==> src/hdl/usd_cfg.svh <==
// Purpose: constants of the serial status and data register block
// Assumes: 32-bit register words on the peripheral bus
// Notes:   offsets are byte addresses
`ifndef USD_CFG_SVH
`define USD_CFG_SVH

`define USD_DATA_W        9
`define USD_ADDR_W        8
`define USD_OFF_STATUS    8'h00
`define USD_OFF_DATA      8'h04
`define USD_OFF_CTRL      8'h0C

`define USD_BIT_PAR_ERR   0
`define USD_BIT_FRM_ERR   1
`define USD_BIT_NOISE     2
`define USD_BIT_OVERRUN   3
`define USD_BIT_IDLE      4
`define USD_BIT_RX_FULL   5
`define USD_BIT_TXEMPTY   7

`define USD_BIT_ODD       9
`define USD_BIT_PAR_EN    10
`define USD_BIT_NINE      12

`define USD_RST_CTRL      1'b0
`define USD_RST_DATA      9'h000
`define USD_RST_WORD      32'h0000_0000

`endif

==> src/hdl/usd_pkg.sv <==
// Purpose: shared types of the serial status and data register block
// Assumes: usd_cfg.svh holds the numbers
// Notes:   types and one decode function only
`include "usd_cfg.svh"

package usd_pkg;

	typedef enum logic [1:0] {
		USD_BUS_IDLE,
		USD_BUS_WR,
		USD_BUS_RD_WAIT,
		USD_BUS_RD_DONE
	} usd_bus_state_t;

	function automatic logic usd_hit(
		input logic [`USD_ADDR_W-1:0] addr,
		input logic [`USD_ADDR_W-1:0] off
	);
		usd_hit = (addr == off);
	endfunction

endpackage

==> src/hdl/usd_parity.sv <==
// Purpose: parity of a serial word below its top data bit
// Assumes: top bit sits at W-1 for long words and W-2 for short ones
// Notes:   purely combinational
`timescale 1ns/1ps
`default_nettype none

module usd_parity #(
	parameter int W = 9
) (
	input  wire logic [W-1:0] word,
	input  wire logic         full_len,
	input  wire logic         odd,
	output logic              par
);
	generate
		if (W < 3) begin : g_bad_width
			$error("usd_parity: width below 3 not served");
		end
	endgenerate

	wire logic [W-1:0] mask_long;
	wire logic [W-1:0] mask_short;
	wire logic [W-1:0] mask;

	assign mask_long  = {1'b0, {(W-1){1'b1}}};
	assign mask_short = {2'b00, {(W-2){1'b1}}};
	assign mask       = full_len ? mask_long : mask_short;
	// even parity makes the total count even; odd flips it
	assign par        = (^(word & mask)) ^ odd;
endmodule // usd_parity

`default_nettype wire

==> src/hdl/usd_ahb_slave.sv <==
// Purpose: AHB-Lite slave front end for the register block
// Assumes: single word transfers, one slave on the bus
// Notes:   writes take no wait; reads take one wait state
`timescale 1ns/1ps
`default_nettype none
`include "usd_cfg.svh"

module usd_ahb_slave
	import usd_pkg::*;
#(
	parameter int ADDR_W = `USD_ADDR_W
) (
	input  wire logic              clock,
	input  wire logic              rst,
	input  wire logic              hsel,
	input  wire logic [31:0]       haddr,
	input  wire logic [1:0]        htrans,
	input  wire logic              hwrite,
	input  wire logic              hready,
	output logic                   hreadyout,
	output logic                   hresp,
	output logic                   wr_stb,
	output logic                   rd_stb,
	output logic [ADDR_W-1:0]      reg_addr
);
	generate
		if (ADDR_W < 4 || ADDR_W > 32) begin : g_bad_addr
			$error("usd_ahb_slave: address width out of range");
		end
	endgenerate

	usd_bus_state_t    state_reg;
	usd_bus_state_t    state_next;
	logic [ADDR_W-1:0] addr_reg;

	wire logic accept;

	// the wait state lets the registered read data be loaded on rd_stb before it is taken
	assign accept = hsel & htrans[1] & hready;

	always_comb begin
		case (state_reg)
			USD_BUS_RD_WAIT: state_next = USD_BUS_RD_DONE;
			default: begin
				if (accept) begin
					state_next = hwrite ? USD_BUS_WR : USD_BUS_RD_WAIT;
				end else begin
					state_next = USD_BUS_IDLE;
				end
			end
		endcase
	end

	always_ff @(posedge clock) begin
		if (rst) begin
			state_reg <= USD_BUS_IDLE;
			addr_reg  <= '0;
		end else begin
			state_reg <= state_next;
			if (accept) begin
				addr_reg <= haddr[ADDR_W-1:0];
			end
		end
	end

	assign hreadyout = (state_reg != USD_BUS_RD_WAIT);
	assign hresp     = 1'b0;
	assign wr_stb    = (state_reg == USD_BUS_WR);
	assign rd_stb    = (state_reg == USD_BUS_RD_WAIT);
	assign reg_addr  = addr_reg;
endmodule // usd_ahb_slave

`default_nettype wire

==> src/hdl/usd_top.sv <==
// Purpose: status flags and data word of a serial transceiver
// Assumes: shift logic delivers whole words with their error marks
// Notes:   one clock, synchronous active-high reset
`timescale 1ns/1ps
`default_nettype none
`include "usd_cfg.svh"

module usd_top
	import usd_pkg::*;
#(
	parameter int DATA_W = `USD_DATA_W,
	parameter int ADDR_W = `USD_ADDR_W
) (
	input  wire logic              clock,
	input  wire logic              rst,
	input  wire logic              hsel,
	input  wire logic [31:0]       haddr,
	input  wire logic [1:0]        htrans,
	input  wire logic              hwrite,
	input  wire logic [2:0]        hsize,
	input  wire logic [31:0]       hwdata,
	input  wire logic              hready,
	output logic                   hreadyout,
	output logic                   hresp,
	output logic [31:0]            hrdata,
	input  wire logic              rx_load,
	input  wire logic [DATA_W-1:0] rx_word,
	input  wire logic              rx_noise,
	input  wire logic              rx_frame_err,
	input  wire logic              rx_break,
	input  wire logic              rx_idle,
	output logic                   tx_valid,
	input  wire logic              tx_ready,
	output logic [DATA_W-1:0]      tx_word,
	output logic                   parity_enable,
	output logic                   parity_odd,
	output logic                   word_nine
);
	generate
		if (DATA_W != 9) begin : g_bad_data
			$error("usd_top: only a 9-bit data word is served");
		end
		// the shared decode function is fixed at this width
		if (ADDR_W != `USD_ADDR_W) begin : g_bad_addr
			$error("usd_top: register decode needs the default width");
		end
	endgenerate

	// bus front end
	logic              wr_stb;
	logic              rd_stb;
	logic [ADDR_W-1:0] reg_addr;

	usd_ahb_slave #(
		.ADDR_W    (ADDR_W)
	) u_bus (
		.clock     (clock),
		.rst       (rst),
		.hsel      (hsel),
		.haddr     (haddr),
		.htrans    (htrans),
		.hwrite    (hwrite),
		.hready    (hready),
		.hreadyout (hreadyout),
		.hresp     (hresp),
		.wr_stb    (wr_stb),
		.rd_stb    (rd_stb),
		.reg_addr  (reg_addr)
	);

	// hsize is not checked: only whole words are ever issued
	wire logic [2:0] size_unused;
	assign size_unused = hsize;

	// decode
	wire logic sel_sts;
	wire logic sel_data;
	wire logic sel_ctrl;

	assign sel_sts  = usd_hit(reg_addr, `USD_OFF_STATUS);
	assign sel_data = usd_hit(reg_addr, `USD_OFF_DATA);
	assign sel_ctrl = usd_hit(reg_addr, `USD_OFF_CTRL);

	wire logic sts_read;
	wire logic data_read;
	wire logic data_write;
	wire logic ctrl_write;
	wire logic sts_write;

	assign sts_read   = rd_stb & sel_sts;
	assign data_read  = rd_stb & sel_data;
	assign data_write = wr_stb & sel_data;
	assign ctrl_write = wr_stb & sel_ctrl;
	assign sts_write  = wr_stb & sel_sts;

	// control bits
	logic par_en_reg;
	logic odd_reg;
	logic nine_reg;

	always_ff @(posedge clock) begin
		if (rst) begin
			par_en_reg <= `USD_RST_CTRL;
			odd_reg    <= `USD_RST_CTRL;
			nine_reg   <= `USD_RST_CTRL;
		end else if (ctrl_write) begin
			par_en_reg <= hwdata[`USD_BIT_PAR_EN];
			odd_reg    <= hwdata[`USD_BIT_ODD];
			nine_reg   <= hwdata[`USD_BIT_NINE];
		end
	end

	assign parity_enable = par_en_reg;
	assign parity_odd    = odd_reg;
	assign word_nine     = nine_reg;

	// parity on both paths
	wire logic [DATA_W-1:0] tx_src;
	wire logic              tx_par;
	wire logic              rx_par;
	wire logic              rx_par_got;
	wire logic              rx_par_bad;

	assign tx_src = hwdata[DATA_W-1:0];

	usd_parity #(
		.W        (DATA_W)
	) u_tx_par (
		.word     (tx_src),
		.full_len (nine_reg),
		.odd      (odd_reg),
		.par      (tx_par)
	);

	usd_parity #(
		.W        (DATA_W)
	) u_rx_par (
		.word     (rx_word),
		.full_len (nine_reg),
		.odd      (odd_reg),
		.par      (rx_par)
	);

	assign rx_par_got = nine_reg ? rx_word[DATA_W-1] : rx_word[DATA_W-2];
	assign rx_par_bad = par_en_reg & (rx_par_got != rx_par);

	// top written bit swapped for the computed parity
	wire logic [DATA_W-1:0] tx_long;
	wire logic [DATA_W-1:0] tx_short;
	wire logic [DATA_W-1:0] tx_fill;

	assign tx_long  = {tx_par, tx_src[DATA_W-2:0]};
	assign tx_short = {tx_src[DATA_W-1], tx_par, tx_src[DATA_W-3:0]};
	assign tx_fill  = !par_en_reg ? tx_src
	                : (nine_reg ? tx_long : tx_short);

	// transmit hand-off, single word: a new write replaces an untaken one
	logic [DATA_W-1:0] tx_word_reg;
	logic              tx_valid_reg;

	always_ff @(posedge clock) begin
		if (rst) begin
			tx_word_reg  <= `USD_RST_DATA;
			tx_valid_reg <= 1'b0;
		end else begin
			if (data_write) begin
				tx_word_reg <= tx_fill;
			end
			tx_valid_reg <= data_write | (tx_valid_reg & ~tx_ready);
		end
	end

	assign tx_valid = tx_valid_reg;
	assign tx_word  = tx_word_reg;

	// receive side flags
	logic              rxfull_reg;
	logic              idle_reg;
	logic              seen_reg;
	logic [3:0]        err_reg;
	logic [DATA_W-1:0] data_reg;

	wire logic take_word;
	wire logic ovr_event;
	wire logic seq_clear;
	wire logic rxfull_clear;

	// a word completing while the buffer is full is dropped, not stored
	assign take_word    = rx_load & ~rxfull_reg;
	assign ovr_event    = rx_load & rxfull_reg;
	assign seq_clear    = data_read & seen_reg;
	// writing 1 to the full bit leaves it alone
	assign rxfull_clear = data_read
	                    | (sts_write & ~hwdata[`USD_BIT_RX_FULL]);

	wire logic rxfull_next;
	wire logic idle_next;
	wire logic seen_next;

	// set wins over clear on every flag
	assign rxfull_next = (rxfull_reg & ~rxfull_clear)
	                   | rx_load;
	assign idle_next   = (idle_reg & ~seq_clear) | rx_idle;
	// any data read ends the sequence
	assign seen_next   = sts_read | (seen_reg & ~data_read);

	always_ff @(posedge clock) begin
		if (rst) begin
			rxfull_reg <= 1'b0;
			idle_reg   <= 1'b0;
			seen_reg   <= 1'b0;
		end else begin
			rxfull_reg <= rxfull_next;
			idle_reg   <= idle_next;
			seen_reg   <= seen_next;
		end
	end

	// error flags, indexed by their status bit; one shared clear
	wire logic [3:0] err_set;
	wire logic [3:0] err_next;

	// errors of a dropped word are not kept: only the overrun shows, plus framing if rx_break is set
	assign err_set[`USD_BIT_PAR_ERR] = take_word
	                                 & rx_par_bad;
	assign err_set[`USD_BIT_FRM_ERR] = (take_word & rx_frame_err)
	                                 | rx_break;
	assign err_set[`USD_BIT_NOISE]   = take_word
	                                 & rx_noise;
	assign err_set[`USD_BIT_OVERRUN] = ovr_event;

	generate
		for (genvar gi = 0; gi < 4; gi++) begin : g_err
			assign err_next[gi] = (err_reg[gi] & ~seq_clear)
			                    | err_set[gi];
		end
	endgenerate

	always_ff @(posedge clock) begin
		if (rst) begin
			err_reg <= 4'h0;
		end else begin
			err_reg <= err_next;
		end
	end

	// the raw word keeps the received parity bit in its top position
	always_ff @(posedge clock) begin
		if (rst) begin
			data_reg <= `USD_RST_DATA;
		end else if (take_word) begin
			data_reg <= rx_word;
		end
	end

	// read data
	wire logic [31:0] sts_value;
	wire logic [31:0] data_value;
	wire logic [31:0] ctrl_value;
	wire logic [31:0] rd_value;

	assign sts_value  = {24'h00_0000,
	                     ~tx_valid_reg, // tx empty
	                     1'b0,
	                     rxfull_reg,
	                     idle_reg,
	                     err_reg};
	assign data_value = {{(32-DATA_W){1'b0}}, data_reg};
	assign ctrl_value = {19'h0_0000,
	                     nine_reg,
	                     1'b0,
	                     par_en_reg,
	                     odd_reg,
	                     9'h000};
	assign rd_value   = sel_sts  ? sts_value
	                  : sel_data ? data_value
	                  : sel_ctrl ? ctrl_value
	                  : `USD_RST_WORD;

	logic [31:0] hrdata_reg;

	always_ff @(posedge clock) begin
		if (rst) begin
			hrdata_reg <= `USD_RST_WORD;
		end else if (rd_stb) begin
			hrdata_reg <= rd_value;
		end
	end

	assign hrdata = hrdata_reg;
endmodule // usd_top

`default_nettype wire

==> config.mk <==
export PLATFORM = sky130hd
export DESIGN_NAME = usd_top
export DESIGN_NICKNAME = d
export VERILOG_FILES = /design/src/hdl/usd_pkg.sv /design/src/hdl/usd_parity.sv /design/src/hdl/usd_ahb_slave.sv /design/src/hdl/usd_top.sv
export VERILOG_INCLUDE_DIRS = /design/src /design/src/hdl
export SDC_FILE = /design/constraint.sdc
export NUM_CORES = 1
export LEC_CHECK = 0
export BUFFER_PORTS_ARGS = -buffer_cell sky130_fd_sc_hd__buf_2
export CAP_MARGIN = 20
export CORE_MARGIN = 5
export CORE_UTILIZATION = 39
export CTS_CLUSTER_SIZE = 10
export DETAILED_ROUTE_END_ITERATION = 7
export GPL_ROUTABILITY_DRIVEN = 0
export PLACE_DENSITY = 0.76
export SYNTH_ARGS = -nofsm -noshare
export SYNTH_HDL_FRONTEND = slang
export SYNTH_SLANG_ARGS = --single-unit
export TNS_END_PERCENT = 5
==> constraint.sdc <==
create_clock -name clock -period 1.5 [get_ports clock]
set_input_delay 0.225 -clock clock [delete_from_list [all_inputs] [get_ports clock]]
set_output_delay 0.225 -clock clock [all_outputs]
set_load 0.02 [all_outputs]
==> key figures <==
Cells and area
  • Nets: 439
  • Fraction of layout cells with a size suffix above 1: 0.316
  • Post-route design area: 2880 sq um
  • # diodes: 0
  • Multi-input gate area: 1160 sq um
  • Post-layout util: 0.496
  • Storage element area: 1020 sq um
  • Flip-flop count of the largest register after layout: 12
  • Filler cell count: 589
  • Area grow syn2layout: 25.2%

Clocking
  • Post-CTS setup buffer count: 0
  • Clk sink count: 51
  • Clk root buf: clkbuf_8
  • CTS tree: built
  • H-tree Lvls: 2
  • Clk buf depth: 2
  • Clk pin slew, worst setup/hold paths: 0.09 ns
  • Clk Latency, worst-skew pair: 0.30 ns
  • Num CTS Buffers: 5

Worst setup path
  • Endpoint type of the worst setup path: flip-flop
  • Required time of the critical path: 1.70 ns
  • Critical path data arrival time: 1.68 ns
  • FF-to-FF Start: u_bus.reg_addr[7]
  • FF-to-FF path depth: 5
  • Worst-path cell chain: nor4_4 > and2_4 > nand4_1 > mux2i_1 > nor2_1
  • Reg2Reg Setup Slack: 0.01 ns
  • Critical Path Start: u_bus.reg_addr[7]
  • Critical Path Start Type: flip-flop
  • Crit path max fanout: 4
  • CP peak stage delay: 0.35 ns
  • Setup CP Type: flip-flop to flip-flop
  • Slowest-stage cell, CP: dfxtp_2

Die
  • Rows: 28
  • Core area: 5820 sq um
  • Die area: 7540 sq um
  • Initial Utilization: 0.396
  • I/O pins: 136
  • DIE WIDTH: 86.8 microns
  • Die Y: 86.8 microns

Global route
  • Pin count of the biggest net entering global routing: 22
  • Global Route Usage Sum: 0.146
  • Remaining global-route overflow: 0
  • Initial antenna violation count: 0
  • Vias in the first global route: 1897
  • First-pass GRT wire length: 8670 microns

Job
  • # Max-Cap Violations: 0

Power and ir drop
  • IR drop worst, VDD: 0.000580 V
  • Power density cells: 968 nW/um^2
  • Leak: 1.26 nW

Yosys
  • Post-synth EDFFs: 0
  • Area leader, netlist: dfxtp_1
  • Synth area leaders: dfxtp_1, nand2_1, a21oi_1, buf_4, xnor2_1
  • Synth top area share: 0.443
  • Top_reg_cell synth: dfxtp_1
  • Library cells used by synthesis: 36
  • Synth warn: 0
  • FFs w/ async S/R, synth: 0
  • Top-count cell post-synth: nand2_1
  • Synth top cells by count: nand2_1, dfxtp_1, a21oi_1
  • Synthesized area: 2300 sq um
  • Mapped Cells: 275
  • #FFs+latches synth: 51
  • Mean Syn Cell Area: 8.37 sq um
  • Seq/Total Area, Yosys: 0.443

Hold path
  • Worst hold path type: input pin to flip-flop
  • Hold Crit Depth: 3
  • Min-delay src: rx_idle

Drt
  • First-pass DRT Iterations: 4
  • Drc violations: 0
  • Initial DRC count: 73
  • Vias/cell: 4.73
  • Detailed-route wire length per cell: 12.7 microns
  • Antenna viol nets, final: 0
  • Total Wirelength: 5390 microns
  • Vias: 2014

Placement
  • I/O Buffers: 66
  • DP Worst Slack: -0.123 ns
  • Placed Instance Area: 2710 sq um
  • DPL Wire Length: 4220 microns

STA
  • Setup Viol. Count Final: 0
  • Final Cycle Share: 0.991
  • Tmin final: 1.49 ns
  • RSZ-0062 raised after global routing: yes
  • F_max: 0.673 GHz
  • Slew Viols, Final: 0
  • Final setup skew: 0.00883 ns
  • Hold WS: 0.138 ns
  • Final hold violations: 0
  • PnR worst setup slack: 0.0142 ns

Outcome
  • Outcome: complete, no violations
layout make-up:
cell class	count	share of cell area
repair buffers	85	0.165
clock inverters	2	0.0135
well taps	75	0.0326
clock buffers	6	0.0286
inverters	3	0.00391
multi-input cells	204	0.401
flip-flops and latches	51	0.355
cell families after synthesis:
logic type	Yosys count	synth area share
buffers and inverters	40	0.105
AOI/OAI and AO/OA	53	0.137
other	1	0.00163
and+or+nand+nor	103	0.193
DFF	51	0.443
muxes	10	0.0467
xor gates and xnor gates	17	0.0728
final timing paths:
path | end
hold / removal | idle_reg
hold reg to reg | tx_word[3]
setup / recovery | word_nine
setup reg to reg | word_nine
critical path: cells and delay by family, from the launching register on:
| kind | cells | cell delay (ns) |
|---|---|---|
| flip-flops | 1 | 0.35 |
| AND/OR/NAND/NOR | 4 | 0.81 |
| multiplexers | 1 | 0.23 |
cell usage in the layout (no fill, tap or decap), types with 2 or more instances in the layout:
cell type / n
nor2b_1: 2
nand2_1: 58
and3_1: 2
nor2_1: 23
a21oi_1: 32
nand3_2: 2
nand3_1: 5
a21oi_2: 2
dfxtp_1: 50
xnor2_1: 15
nand2b_1: 2
inv_1: 3
buf_2: 66
buf_4: 18
clkbuf_8: 6
a22oi_1: 12
conb_1: 21
mux2i_1: 4
o21ai_0: 2
mux2_2: 6
per-stage QoR:
step                std cells  TNS, ns  power [mW]
finish                    426        0        2.79
global route              426    -1.62        2.94
CTS                       426        0        2.81
detailed placement        418    -1.66        1.82
global placement          418    -1.13        1.81
floorplan                 295        0        1.74
power breakdown:
part | leakage, nW | internal (mW) | switching, mW
Combinational | 0.782 | 0.174 | 0.212
Clock | 0.0618 | 0.548 | 0.443
Sequential | 0.415 | 1.39 | 0.0231
Total | 1.26 | 2.11 | 0.678
per-layer routing:
metal  up-vias  global-route usage  part of all wire
met5         -                   0                 0
met4         0              0.0595             0.019
met3         9              0.0409             0.083
met2        70               0.239              0.47
met1       910               0.181              0.43
li1       1025                   -                 -
timing repair:
item | CTS | global route
endpoints found under the hold margin | 0 | 0
pin swaps | 4 | 0
setup endpoints to repair | 28 | 31
gates resized for setup | 5 | 6
hold buffers | 0 | 0
(Power assumes the default switching activity.)
